`src/common/rtcmy_defines.svh`:
```
// register map, reset values and counting limits of the month/year stage
`ifndef RTCMY_DEFINES_SVH
`define RTCMY_DEFINES_SVH

// register indices; byte address is four times the index
`define RTCMY_IDX_MONTH    20'hFFF97
`define RTCMY_IDX_YEAR     20'hFFF98
`define RTCMY_IDX_STAT     20'hFFF99
`define RTCMY_ADDR_W       22
`define RTCMY_ADDR_MONTH   {`RTCMY_IDX_MONTH, 2'b00}
`define RTCMY_ADDR_YEAR    {`RTCMY_IDX_YEAR, 2'b00}
`define RTCMY_ADDR_STAT    {`RTCMY_IDX_STAT, 2'b00}

// reset values
`define RTCMY_MONTH_RST    8'h01
`define RTCMY_YEAR_RST     8'h00
`define RTCMY_STAT_RST     8'h00

// legal ranges and implemented bits, all in bcd
`define RTCMY_MONTH_MIN    8'h01
`define RTCMY_MONTH_MAX    8'h12
`define RTCMY_MONTH_MASK   8'h1F
`define RTCMY_YEAR_MIN     8'h00
`define RTCMY_YEAR_MAX     8'h99
`define RTCMY_YEAR_MASK    8'hFF

// status register fields
`define RTCMY_STAT_MON_PEND 0
`define RTCMY_STAT_YR_PEND  1
`define RTCMY_STAT_LEAP     2

// latest transfer of a written value, in 32.768 kHz periods
`define RTCMY_XFER_TICKS_MAX 2

`endif

```
`src/common/rtcmy_pkg.sv`:
```
// types shared by the month/year counting stage
package rtcmy_pkg;

    // decoded target of an apb access
    typedef enum logic [2:0] {
        ACC_NONE,
        ACC_MONTH,
        ACC_YEAR,
        ACC_STAT,
        ACC_BAD
    } rtcmy_acc_t;

    // state of one bcd counter
    typedef struct packed {
        logic [7:0] value;
        logic       ovf;
    } rtcmy_cnt_st_t;

    // state of the 32.768 kHz edge detector
    typedef struct packed {
        logic prev;
        logic tick;
    } rtcmy_tick_st_t;

    // state of the top level
    typedef struct packed {
        logic [7:0]  month_buf;
        logic [7:0]  year_buf;
        logic        mon_pend;
        logic        yr_pend;
        logic [31:0] rdata;
        logic        slverr;
        logic        leap;
        logic        year_ovf;
    } rtcmy_top_st_t;

endpackage

```
`src/common/rtcmy_cnt_if.sv`:
```
// control and result signals between the top and one bcd counter
`timescale 1ns/1ps
`default_nettype none

interface rtcmy_cnt_if;
    logic       tick;
    logic       inc;
    logic       load;
    logic [7:0] load_val;
    logic [7:0] value;
    logic       ovf;

    modport ctrl (
        output tick,
        output inc,
        output load,
        output load_val,
        input  value,
        input  ovf
    );

    modport cnt (
        input  tick,
        input  inc,
        input  load,
        input  load_val,
        output value,
        output ovf
    );
endinterface

`default_nettype wire

```
`src/rtcmy_month_year.sv`:
```
// month and year counting stage of the calendar clock, apb slave
//
// Functional notes
// - month holds bcd 01 to 12
// - day overflow advances month by one
// - pending month write beats day overflow
// - out-of-range value repaired after one period
// - writes buffered, land within two slow ticks
// - month resets to 01
// - year holds bcd 00 to 99
// - month overflow advances year by one
// - year multiple of four is leap
// - pending year write beats month overflow
// - year resets to 00
`include "rtcmy_defines.svh"
`timescale 1ns/1ps
`default_nettype none

module rtcmy_month_year (
    input  wire logic                      pclk,
    input  wire logic                      presetn,
    // apb slave
    input  wire logic                      psel,
    input  wire logic                      penable,
    input  wire logic                      pwrite,
    input  wire logic [`RTCMY_ADDR_W-1:0]  paddr,
    input  wire logic [31:0]               pwdata,
    input  wire logic [3:0]                pstrb,
    output logic [31:0]                    prdata,
    output logic                           pready,
    output logic                           pslverr,
    // counting clock, sampled as a plain input
    input  wire logic                      clk_32k,
    // carry in from the day counter
    input  wire logic                      day_ovf,
    // calendar results
    output logic [7:0]                     month_bcd,
    output logic [7:0]                     year_bcd,
    output logic                           leap_year,
    output logic                           year_ovf
);

    // ------------------------------------------------------------
    // state
    // ------------------------------------------------------------

    rtcmy_pkg::rtcmy_top_st_t s_q;
    rtcmy_pkg::rtcmy_top_st_t s_d;

    rtcmy_pkg::rtcmy_acc_t    acc;
    logic                     tick;
    logic                     setup;
    logic                     wr_fire;
    logic                     year_is_leap;
    logic [7:0]               status;

    // one interface per counter
    rtcmy_cnt_if mon_if ();
    rtcmy_cnt_if yr_if ();

    // ------------------------------------------------------------
    // slow clock edge detection
    // ------------------------------------------------------------

    // every buffered write waits for this pulse
    rtcmy_tick_gen u_tick (
        .pclk    (pclk),
        .presetn (presetn),
        .clk_32k (clk_32k),
        .tick    (tick)
    );

    // ------------------------------------------------------------
    // month counter
    // ------------------------------------------------------------

    // only bits 4:0 exist, so bits 7:5 always read zero
    rtcmy_bcd_cnt #(
        .MIN_VAL (`RTCMY_MONTH_MIN),
        .MAX_VAL (`RTCMY_MONTH_MAX),
        .MASK    (`RTCMY_MONTH_MASK),
        .RST_VAL (`RTCMY_MONTH_RST)
    ) u_month (
        .pclk    (pclk),
        .presetn (presetn),
        .c       (mon_if.cnt)
    );

    // ------------------------------------------------------------
    // year counter
    // ------------------------------------------------------------

    rtcmy_bcd_cnt #(
        .MIN_VAL (`RTCMY_YEAR_MIN),
        .MAX_VAL (`RTCMY_YEAR_MAX),
        .MASK    (`RTCMY_YEAR_MASK),
        .RST_VAL (`RTCMY_YEAR_RST)
    ) u_year (
        .pclk    (pclk),
        .presetn (presetn),
        .c       (yr_if.cnt)
    );

    // ------------------------------------------------------------
    // counter control
    // ------------------------------------------------------------

    // a buffered value moves into its counter on the next slow edge
    assign mon_if.tick     = tick;
    assign mon_if.load     = s_q.mon_pend & tick;
    assign mon_if.load_val = s_q.month_buf;

    // day carry is dropped while a month write is in flight
    assign mon_if.inc      = day_ovf & ~s_q.mon_pend;

    assign yr_if.tick      = tick;
    assign yr_if.load      = s_q.yr_pend & tick;
    assign yr_if.load_val  = s_q.year_buf;

    // month carry is dropped while a year write is in flight
    assign yr_if.inc       = mon_if.ovf & ~s_q.yr_pend;

    // ------------------------------------------------------------
    // address decode
    // ------------------------------------------------------------

    // full-word compare; anything else is answered with an error
    always_comb begin
        if (!psel) begin
            acc = rtcmy_pkg::ACC_NONE;
        end else if (paddr == `RTCMY_ADDR_MONTH) begin
            acc = rtcmy_pkg::ACC_MONTH;
        end else if (paddr == `RTCMY_ADDR_YEAR) begin
            acc = rtcmy_pkg::ACC_YEAR;
        end else if (paddr == `RTCMY_ADDR_STAT) begin
            acc = rtcmy_pkg::ACC_STAT;
        end else begin
            acc = rtcmy_pkg::ACC_BAD;
        end
    end

    // setup phase samples read data; access phase commits writes
    assign setup   = psel & ~penable;

    // a write without the low byte lane is a partial access, ignored
    assign wr_fire = psel & penable & pwrite & pstrb[0];

    // ------------------------------------------------------------
    // leap year detection
    // ------------------------------------------------------------

    // bcd multiple of four: even tens with units 0/4/8, odd tens 2/6
    always_comb begin
        if (yr_if.value[4] == 1'b0) begin
            year_is_leap = (yr_if.value[3:0] == 4'h0)
                        || (yr_if.value[3:0] == 4'h4)
                        || (yr_if.value[3:0] == 4'h8);
        end else begin
            year_is_leap = (yr_if.value[3:0] == 4'h2)
                        || (yr_if.value[3:0] == 4'h6);
        end
    end

    // ------------------------------------------------------------
    // status word
    // ------------------------------------------------------------

    always_comb begin
        status                       = `RTCMY_STAT_RST;
        status[`RTCMY_STAT_MON_PEND] = s_q.mon_pend;
        status[`RTCMY_STAT_YR_PEND]  = s_q.yr_pend;
        status[`RTCMY_STAT_LEAP]     = s_q.leap;
    end

    // ------------------------------------------------------------
    // next state
    // ------------------------------------------------------------

    always_comb begin
        s_d          = s_q;
        s_d.leap     = year_is_leap;
        s_d.year_ovf = yr_if.ovf;

        // read data is built in setup so it comes from a flop
        if (setup) begin
            s_d.rdata  = 32'h0000_0000;
            s_d.slverr = 1'b0;
            case (acc)
                rtcmy_pkg::ACC_MONTH: begin
                    s_d.rdata[7:0] = mon_if.value;
                end
                rtcmy_pkg::ACC_YEAR: begin
                    s_d.rdata[7:0] = yr_if.value;
                end
                rtcmy_pkg::ACC_STAT: begin
                    s_d.rdata[7:0] = status;
                end
                rtcmy_pkg::ACC_BAD: begin
                    s_d.slverr = 1'b1;
                end
                default: begin
                    s_d.slverr = 1'b0;
                end
            endcase
        end

        // completed transfers empty the buffers
        if (mon_if.load) begin
            s_d.mon_pend = 1'b0;
        end
        if (yr_if.load) begin
            s_d.yr_pend = 1'b0;
        end

        // a write in the load cycle re-arms, so the newest value wins
        if (wr_fire) begin
            case (acc)
                rtcmy_pkg::ACC_MONTH: begin
                    s_d.month_buf = pwdata[7:0] & `RTCMY_MONTH_MASK;
                    s_d.mon_pend  = 1'b1;
                end
                rtcmy_pkg::ACC_YEAR: begin
                    s_d.year_buf = pwdata[7:0];
                    s_d.yr_pend  = 1'b1;
                end
                default: begin
                    s_d.mon_pend = s_d.mon_pend;
                end
            endcase
        end
    end

    // ------------------------------------------------------------
    // state register
    // ------------------------------------------------------------

    always_ff @(posedge pclk or negedge presetn) begin
        if (!presetn) begin
            s_q.month_buf <= `RTCMY_MONTH_RST;
            s_q.year_buf  <= `RTCMY_YEAR_RST;
            s_q.mon_pend  <= 1'b0;
            s_q.yr_pend   <= 1'b0;
            s_q.rdata     <= 32'h0000_0000;
            s_q.slverr    <= 1'b0;
            s_q.leap      <= 1'b1; // year 00 is leap
            s_q.year_ovf  <= 1'b0;
        end else begin
            s_q <= s_d;
        end
    end

    // ------------------------------------------------------------
    // outputs
    // ------------------------------------------------------------

    // zero wait states; data was captured in the setup cycle
    assign pready    = 1'b1;
    assign prdata    = s_q.rdata;
    assign pslverr   = s_q.slverr & psel & penable;

    // counter values come straight from the counter flops
    assign month_bcd = mon_if.value;
    assign year_bcd  = yr_if.value;
    assign leap_year = s_q.leap;
    assign year_ovf  = s_q.year_ovf;

endmodule

`default_nettype wire

```
`src/rtcmy_tick_gen.sv`:
```
// one-cycle pulse on each rising edge of the 32.768 kHz counting clock
`timescale 1ns/1ps
`default_nettype none

module rtcmy_tick_gen (
    input  wire logic pclk,
    input  wire logic presetn,
    input  wire logic clk_32k,
    output logic      tick
);
    rtcmy_pkg::rtcmy_tick_st_t s_q;
    rtcmy_pkg::rtcmy_tick_st_t s_d;

    // input is synchronous to pclk, so a plain edge compare is safe
    always_comb begin
        s_d      = s_q;
        s_d.prev = clk_32k;
        s_d.tick = clk_32k & ~s_q.prev;
    end

    always_ff @(posedge pclk or negedge presetn) begin
        if (!presetn) begin
            s_q <= '0;
        end else begin
            s_q <= s_d;
        end
    end

    assign tick = s_q.tick;
endmodule

`default_nettype wire

```
`src/rtcmy_bcd_cnt.sv`:
```
// two-digit bcd counter with load, wrap, range repair and carry out
`timescale 1ns/1ps
`default_nettype none

module rtcmy_bcd_cnt #(
    parameter logic [7:0] MIN_VAL = 8'h00,
    parameter logic [7:0] MAX_VAL = 8'h99,
    parameter logic [7:0] MASK    = 8'hFF,
    parameter logic [7:0] RST_VAL = 8'h00
) (
    input  wire logic  pclk,
    input  wire logic  presetn,
    rtcmy_cnt_if.cnt   c
);
    rtcmy_pkg::rtcmy_cnt_st_t s_q;
    rtcmy_pkg::rtcmy_cnt_st_t s_d;
    logic                     legal;
    logic [7:0]               inc_val;

    // legal means both digits decimal, unused bits clear, inside range
    always_comb begin
        legal = (s_q.value[3:0] <= 4'h9) && (s_q.value[7:4] <= 4'h9)
             && ((s_q.value & ~MASK) == 8'h00)
             && (s_q.value >= MIN_VAL) && (s_q.value <= MAX_VAL);
        if (s_q.value[3:0] == 4'h9) begin
            inc_val = {s_q.value[7:4] + 4'h1, 4'h0};
        end else begin
            inc_val = {s_q.value[7:4], s_q.value[3:0] + 4'h1};
        end
    end

    // load beats increment, so a coinciding carry in is dropped
    always_comb begin
        s_d     = s_q;
        s_d.ovf = 1'b0;
        if (c.load) begin
            s_d.value = c.load_val & MASK;
        end else if (c.inc) begin
            if (s_q.value == MAX_VAL) begin
                s_d.value = MIN_VAL;
                s_d.ovf   = 1'b1;
            end else if (!legal) begin
                s_d.value = MIN_VAL;
            end else begin
                s_d.value = inc_val;
            end
        end else if (c.tick && !legal) begin
            s_d.value = MIN_VAL;
        end
    end

    always_ff @(posedge pclk or negedge presetn) begin
        if (!presetn) begin
            s_q.value <= RST_VAL;
            s_q.ovf   <= 1'b0;
        end else begin
            s_q <= s_d;
        end
    end

    assign c.value = s_q.value;
    assign c.ovf   = s_q.ovf;
endmodule

`default_nettype wire

```
`config.mk`:
```
export PLATFORM = sky130hd
export DESIGN_NAME = rtcmy_month_year
export DESIGN_NICKNAME = d
export VERILOG_FILES = /design/src/common/rtcmy_pkg.sv /design/src/common/rtcmy_cnt_if.sv /design/src/rtcmy_month_year.sv /design/src/rtcmy_tick_gen.sv /design/src/rtcmy_bcd_cnt.sv
export VERILOG_INCLUDE_DIRS = /design/src /design/src/common
export SDC_FILE = /design/constraint.sdc
export NUM_CORES = 1
export LEC_CHECK = 0
export BUFFER_PORTS_ARGS = -buffer_cell sky130_fd_sc_hd__buf_2
export CORE_MARGIN = 1
export CORE_UTILIZATION = 52
export CTS_CLUSTER_SIZE = 14
export DETAILED_ROUTE_END_ITERATION = 6
export GPL_TIMING_DRIVEN = 0
export PLACE_DENSITY = 0.95
export SLEW_MARGIN = 5
export SYNTH_ARGS = -nofsm -noshare
export SYNTH_HDL_FRONTEND = slang
export SYNTH_SLANG_ARGS = --single-unit
```
`constraint.sdc`:
```
create_clock -name pclk -period 4.7 [get_ports pclk]
set_input_delay 0.94 -clock pclk [delete_from_list [all_inputs] [get_ports pclk]]
set_output_delay 0.94 -clock pclk [all_outputs]
set_load 0.005 [all_outputs]
```
Word-level counts from Yosys, hierarchy flattened
Cells that the tools add are included. W data, S select, Z words.

ROM bits: 0. Register bits: 46. Memories kept: 0. Bits in latches: 0. Input bits: 65. Output and inout port bits: 52. Logic and storage cells: 112. Bits in writable memories: 0.

Muxes and demuxes: 30. Reductions and logical operators: 22. Divide/modulo/power cells: 0. Add/subtract/negate cells: 4. Shift operators: 0. Equal/unequal tests: 17. Multipliers: 0. Bitwise logic cells: 15. Order comparisons: 8.

Operators with widths (number): $mux W8 (12); $eq A22 B22 Y1 const B (3); $pmux W8 S3 (1); $add A4 B1 Y4 const B (4); $ge A8 B1 Y1 const B (2); $le A4 B4 Y1 const B (4); $eq A4 B4 Y1 const B (3); $mux W1 (12); $mux W3 (4); $and A1 B1 Y1 (11); $ne A5 B5 Y1 const B (2); $logic_and A1 B1 Y1 (9); $eq A4 B3 Y1 const B (2); $eq A8 B5 Y1 const B (1); $eq A8 B8 Y1 const B (1); $le A8 B5 Y1 const B (1); $le A8 B8 Y1 const B (1); $logic_not A8 Y1 (1); $reduce_and A2 Y1 (4); $eq A3 B2 Y1 const B (2); $reduce_bool A3 Y1 (2); $eq A4 B2 Y1 const B (1); $logic_not A4 Y1 (1); $not A1 Y1 (4); other kinds (5) (8).

Depth between registers and ports, before layout
Word-level depth: 10. Gate-level depth with buffers: 8. Depth with buffers taken out: 7.

By module
Synthesis repeated with hierarchy kept, for this count alone.

Cells, all modules: 263. Area total of the unflattened synthesis: 2778.9 um^2.

By module, submodules not included: rtcmy_month_year (sequential area each 653.1 um^2, cells an instance 132, area an instance 1468.9 um^2, instances 1); rtcmy_bcd_cnt (u_month) (sequential area each 226.5 um^2, cells an instance 66, area an instance 653.1 um^2, instances 1); rtcmy_bcd_cnt (u_year) (sequential area each 225.2 um^2, cells an instance 62, area an instance 593.1 um^2, instances 1); rtcmy_tick_gen (sequential area each 50.0 um^2, cells an instance 3, area an instance 63.8 um^2, instances 1).

Worst setup path before layout
Ideal clock, no wire load.

Path type: input-to-reg. Start: input paddr[1]. End: register s_q, in the netlist yr_if.load_val[0]. Data arrival time: 2.238 ns. Path slack: 2.338 ns. Setup time: 0.125 ns. Stages on the path: 5. Data required time: 4.575 ns. Path buffers: 1. Cell sequence: nor4b_1 > nand4_1 > or3_1 > clkbuf_1 > mux2_2.

Longest elaborated chain between the ends: 7. Elaborated cells on any way between the ends: 9. Classes of those cells: 4 x eq/ne; 4 x mux; 1 x reduce/logical.

RTL lines: from (decl) (line rtcmy_month_year.sv:26) `` input wire logic [`RTCMY_ADDR_W-1:0] paddr, ``; $eq A22 B22 Y1 (no line); $mux W3 (line rtcmy_month_year.sv:135) `` end else if (paddr == `RTCMY_ADDR_STAT) begin ``; $mux W3 (line rtcmy_month_year.sv:133) `` end else if (paddr == `RTCMY_ADDR_YEAR) begin ``; $mux W3 * (line rtcmy_month_year.sv:131) `` end else if (paddr == `RTCMY_ADDR_MONTH) begin ``; $mux W3 * (line rtcmy_month_year.sv:129) `if (!psel) begin`; $eq A3 B2 Y1 * (line rtcmy_month_year.sv:217) `case (acc)`; $reduce_and A2 Y1 (no line) *; to (decl) (line rtcmy_month_year.sv:47) `rtcmy_pkg::rtcmy_top_st_t s_q;`.

Mark *: on every way between the ends. The rest lies on a longest branch, timed or not. A chain may end at the register's enable or synchronous reset.

Final worst setup path
Start: input paddr[1]. End: register s_q, in the netlist yr_if.load_val[5].

The elaborated chain is that of the path after synthesis.

==> impl_results.md <==
- Setup WS post-layout: 2.29 ns
- Fin area: 3360 um^2
- GR Layer Usage met1: 27.2%
- Cts bufs inserted: 5
- Area of the core: 5110 um^2
- Global-route track usage on met3: 4.55%
- Worst hold margin: 0.362 ns
- DP Area: 3260 um^2
- Hold Crit Start: u_year.c.ovf$_DFF_PN0_
- DRT iter0 DRCs: 125
- Final hold violations: 0
- Final Critical Period: 2.41 ns
- Synth warnings: 0
- RSZ-0062 raised after global routing: false
- Crit path kind: input port to flop
- Hold Path End: year_ovf$_DFF_PN0_
- Max FO, Critical Path: 9
- Crit path required time: 4.89 ns
- Max-slew headroom: 35.2%
- Total power: 982 uW
- #FFs+latches synth: 46
- Number of synthesized flops with an enable pin: 0
- P_leak: 1.79 nW
- Setup_tns: 0 ns
- Worst reg2reg startpoint: u_year.c.value[5]$_DFFE_PN0P_
- Gr busiest metal: met2
- Top_reg_cell synth: dfrtp_1
- DRT antenna net count: 0
- Largest net degree at the start of global routing: 47
- Die Y: 74.9 um
- Clock skew: 0.00577 ns
- Pwr/cell area: 293 nW/um^2
- GR Util All Layers: 23.8%
- Reg2Reg Capture Point: u_year.c.value[0]$_DFFE_PN0P_
- Vias: 2446
- Peak VDD IR: 269 uV
- Max-Cap Viols: 0
- Final design utilization: 65.7%
- Clock buffer depth: 2
- Worst-case reg-to-reg path depth: 8
- CTS resizes: 0
- Outcome: finished, final reports clean
- Synth top area share: 38.9%
- Post-DP HPWL: 4820 um
- Port Buffers: 64
- Hold-fix buffers at CTS: 0
- Cell count of the worst hold path: 0
- Grt total ovfl: 0
- NumNets Final: 449
- First-pass GRT wire length: 9920 um
- Layout cells sized above 1: 35.4%
- Clk sinks: 46
- Non-filler cells in the finished layout: 448
- Seq/Total Area, Yosys: 41.7%
- Pre-CTS setup slack: 1.96 ns
- Met2 usage: 43.1%
- # rows: 26
- Critical path startpoint category: input port
- DR WL/cell: 14.0 um
- Fin. max-slew vios: 0
- CP Capture Type: flop
- Worst reg-to-reg setup slack: 2.39 ns
- Reg clk slew, reported paths: 0.08 ns
- Gpl congestion: 0.920
- Mean Syn Cell Area: 9.78 um^2
- Post-synth cell types: 58
- Synth area leaders: dfrtp_1, buf_4, mux2_2
- IO Count: 117
- Die area: 5620 um^2
- Hold crit path type: flop to flop
- Final setup vio count: 0
- Routed wire length: 6270 um
- Count leader, synth: dfrtp_1
- Antenna diode count: 0
- Initial antenna violation count: 0
- Area growth, synth to finish: 21.3%
- Top cell type by total area after synthesis: dfrtp_1
- Root buf cell: clkbuf_8
- Initial Util: 54.2%
- H-tree Lvls: 2
- Setup Buffers After CTS: 0
- Die width: 74.9 um
- CP arrival: 2.60 ns
- Vias in the first global route: 2238
- Period Utilization, post-route: 51.3%
- Post-Syn Area: 2770 um^2
- Commonest cells post-synth: dfrtp_1, buf_4, nand2_1, mux2_2, a21oi_1
- Post-Syn Instances: 283
- DRC violations left: 0
- Clk_lat worst skew: 0.31 ns
- Via density: 5.46
- Worst-margin pin slew: 0.972 ns
- CTS tree: yes
- Fmax: 415 MHz
- Ys async rst share: 100%
- Placed Cells: 440
- DR pass1 iterations: 4
[where the power goes]
group / leakage (nW) / total, mW / internal [mW] / switching [mW]
combinational: 1.12 / 0.282 / 0.123 / 0.159
sequential: 0.624 / 0.448 / 0.427 / 0.0208
clock: 0.0472 / 0.253 / 0.118 / 0.134
total: 1.79 / 0.982 / 0.669 / 0.314
[cell families after synthesis]
kind of cell | synth area share (%)
other cells | 0.271
fa+ha+maj | 3.17
compound gates | 18.0
mux | 6.74
buf+inv | 13.1
simple gates | 17.0
flops | 41.7
[routing by layer]
metal  vias to the layer above  part of all wire (%)
met5                         -                     0
met4                         0                   2.1
met3                        13                   5.8
met2                        98                    51
met1                      1174                    41
li1                       1161                     -
[sequential cells by signal, indices dropped and copies added (netlist names)]
signal and count:
leap_year 1, u_month.c.value 8, u_tick.tick 1, s_q 3
prdata 8, u_year.c.value 8, u_tick.s_q 1, u_year.c.ovf 1
mon_if.load_val 5, year_ovf 1, u_month.c.ovf 1, yr_if.load_val 8
[critical path: stages]
cell	delay, ns
buf_2	0.10
nor4b_1	0.40
nand4_1	0.20
or3_1	0.33
clkbuf_1	0.28
mux2_2	0.35
[final cells by class]
class / count / area, um^2
fill: 422 / 1750
multi-input combinational: 201 / 1340
sequential: 46 / 1150
timing repair buffer: 64 / 320
buffer: 48 / 320
tap: 70 / 87.6
clock buffer: 6 / 82.6
inverter: 11 / 41.3
clock inverter: 2 / 12.5
[layout by cell type (no fill, tap or decap), types with 4 or more instances in the layout]
| cell type | n |
|---|---|
| buf_2 | 68 |
| dfrtp_1 | 43 |
| a22oi_1 | 9 |
| o21ai_1 | 4 |
| clkbuf_8 | 6 |
| and3_1 | 7 |
| nand3_1 | 7 |
| clkbuf_1 | 8 |
| a21oi_1 | 12 |
| nand3b_1 | 4 |
| nand2b_1 | 5 |
| buf_4 | 34 |
| nand4_1 | 4 |
| ha_1 | 7 |
| conb_1 | 25 |
| nor2_1 | 7 |
| a221o_1 | 5 |
| nand2_1 | 25 |
| inv_1 | 11 |
| o21ai_0 | 11 |
| mux2i_1 | 4 |
| mux2_2 | 13 |
| and2_1 | 4 |
[how the worst max path moves through the flow]
stage	startpoint	endpoint	slack [ns]	cells past startpoint
floorplan	paddr[1]	yr_if.load_val[0]$_DFFE_PN0P_	2.34	5
global placement	paddr[1]	yr_if.load_val[7]$_DFFE_PN0P_	2.06	6
detailed placement	paddr[1]	yr_if.load_val[5]$_DFFE_PN0P_	1.96	6
CTS	paddr[1]	yr_if.load_val[5]$_DFFE_PN0P_	2.28	6
global route	paddr[1]	yr_if.load_val[5]$_DFFE_PN0P_	2.14	6
finish	paddr[1]	yr_if.load_val[5]$_DFFE_PN0P_	2.29	6
(Power assumes the default switching activity.)
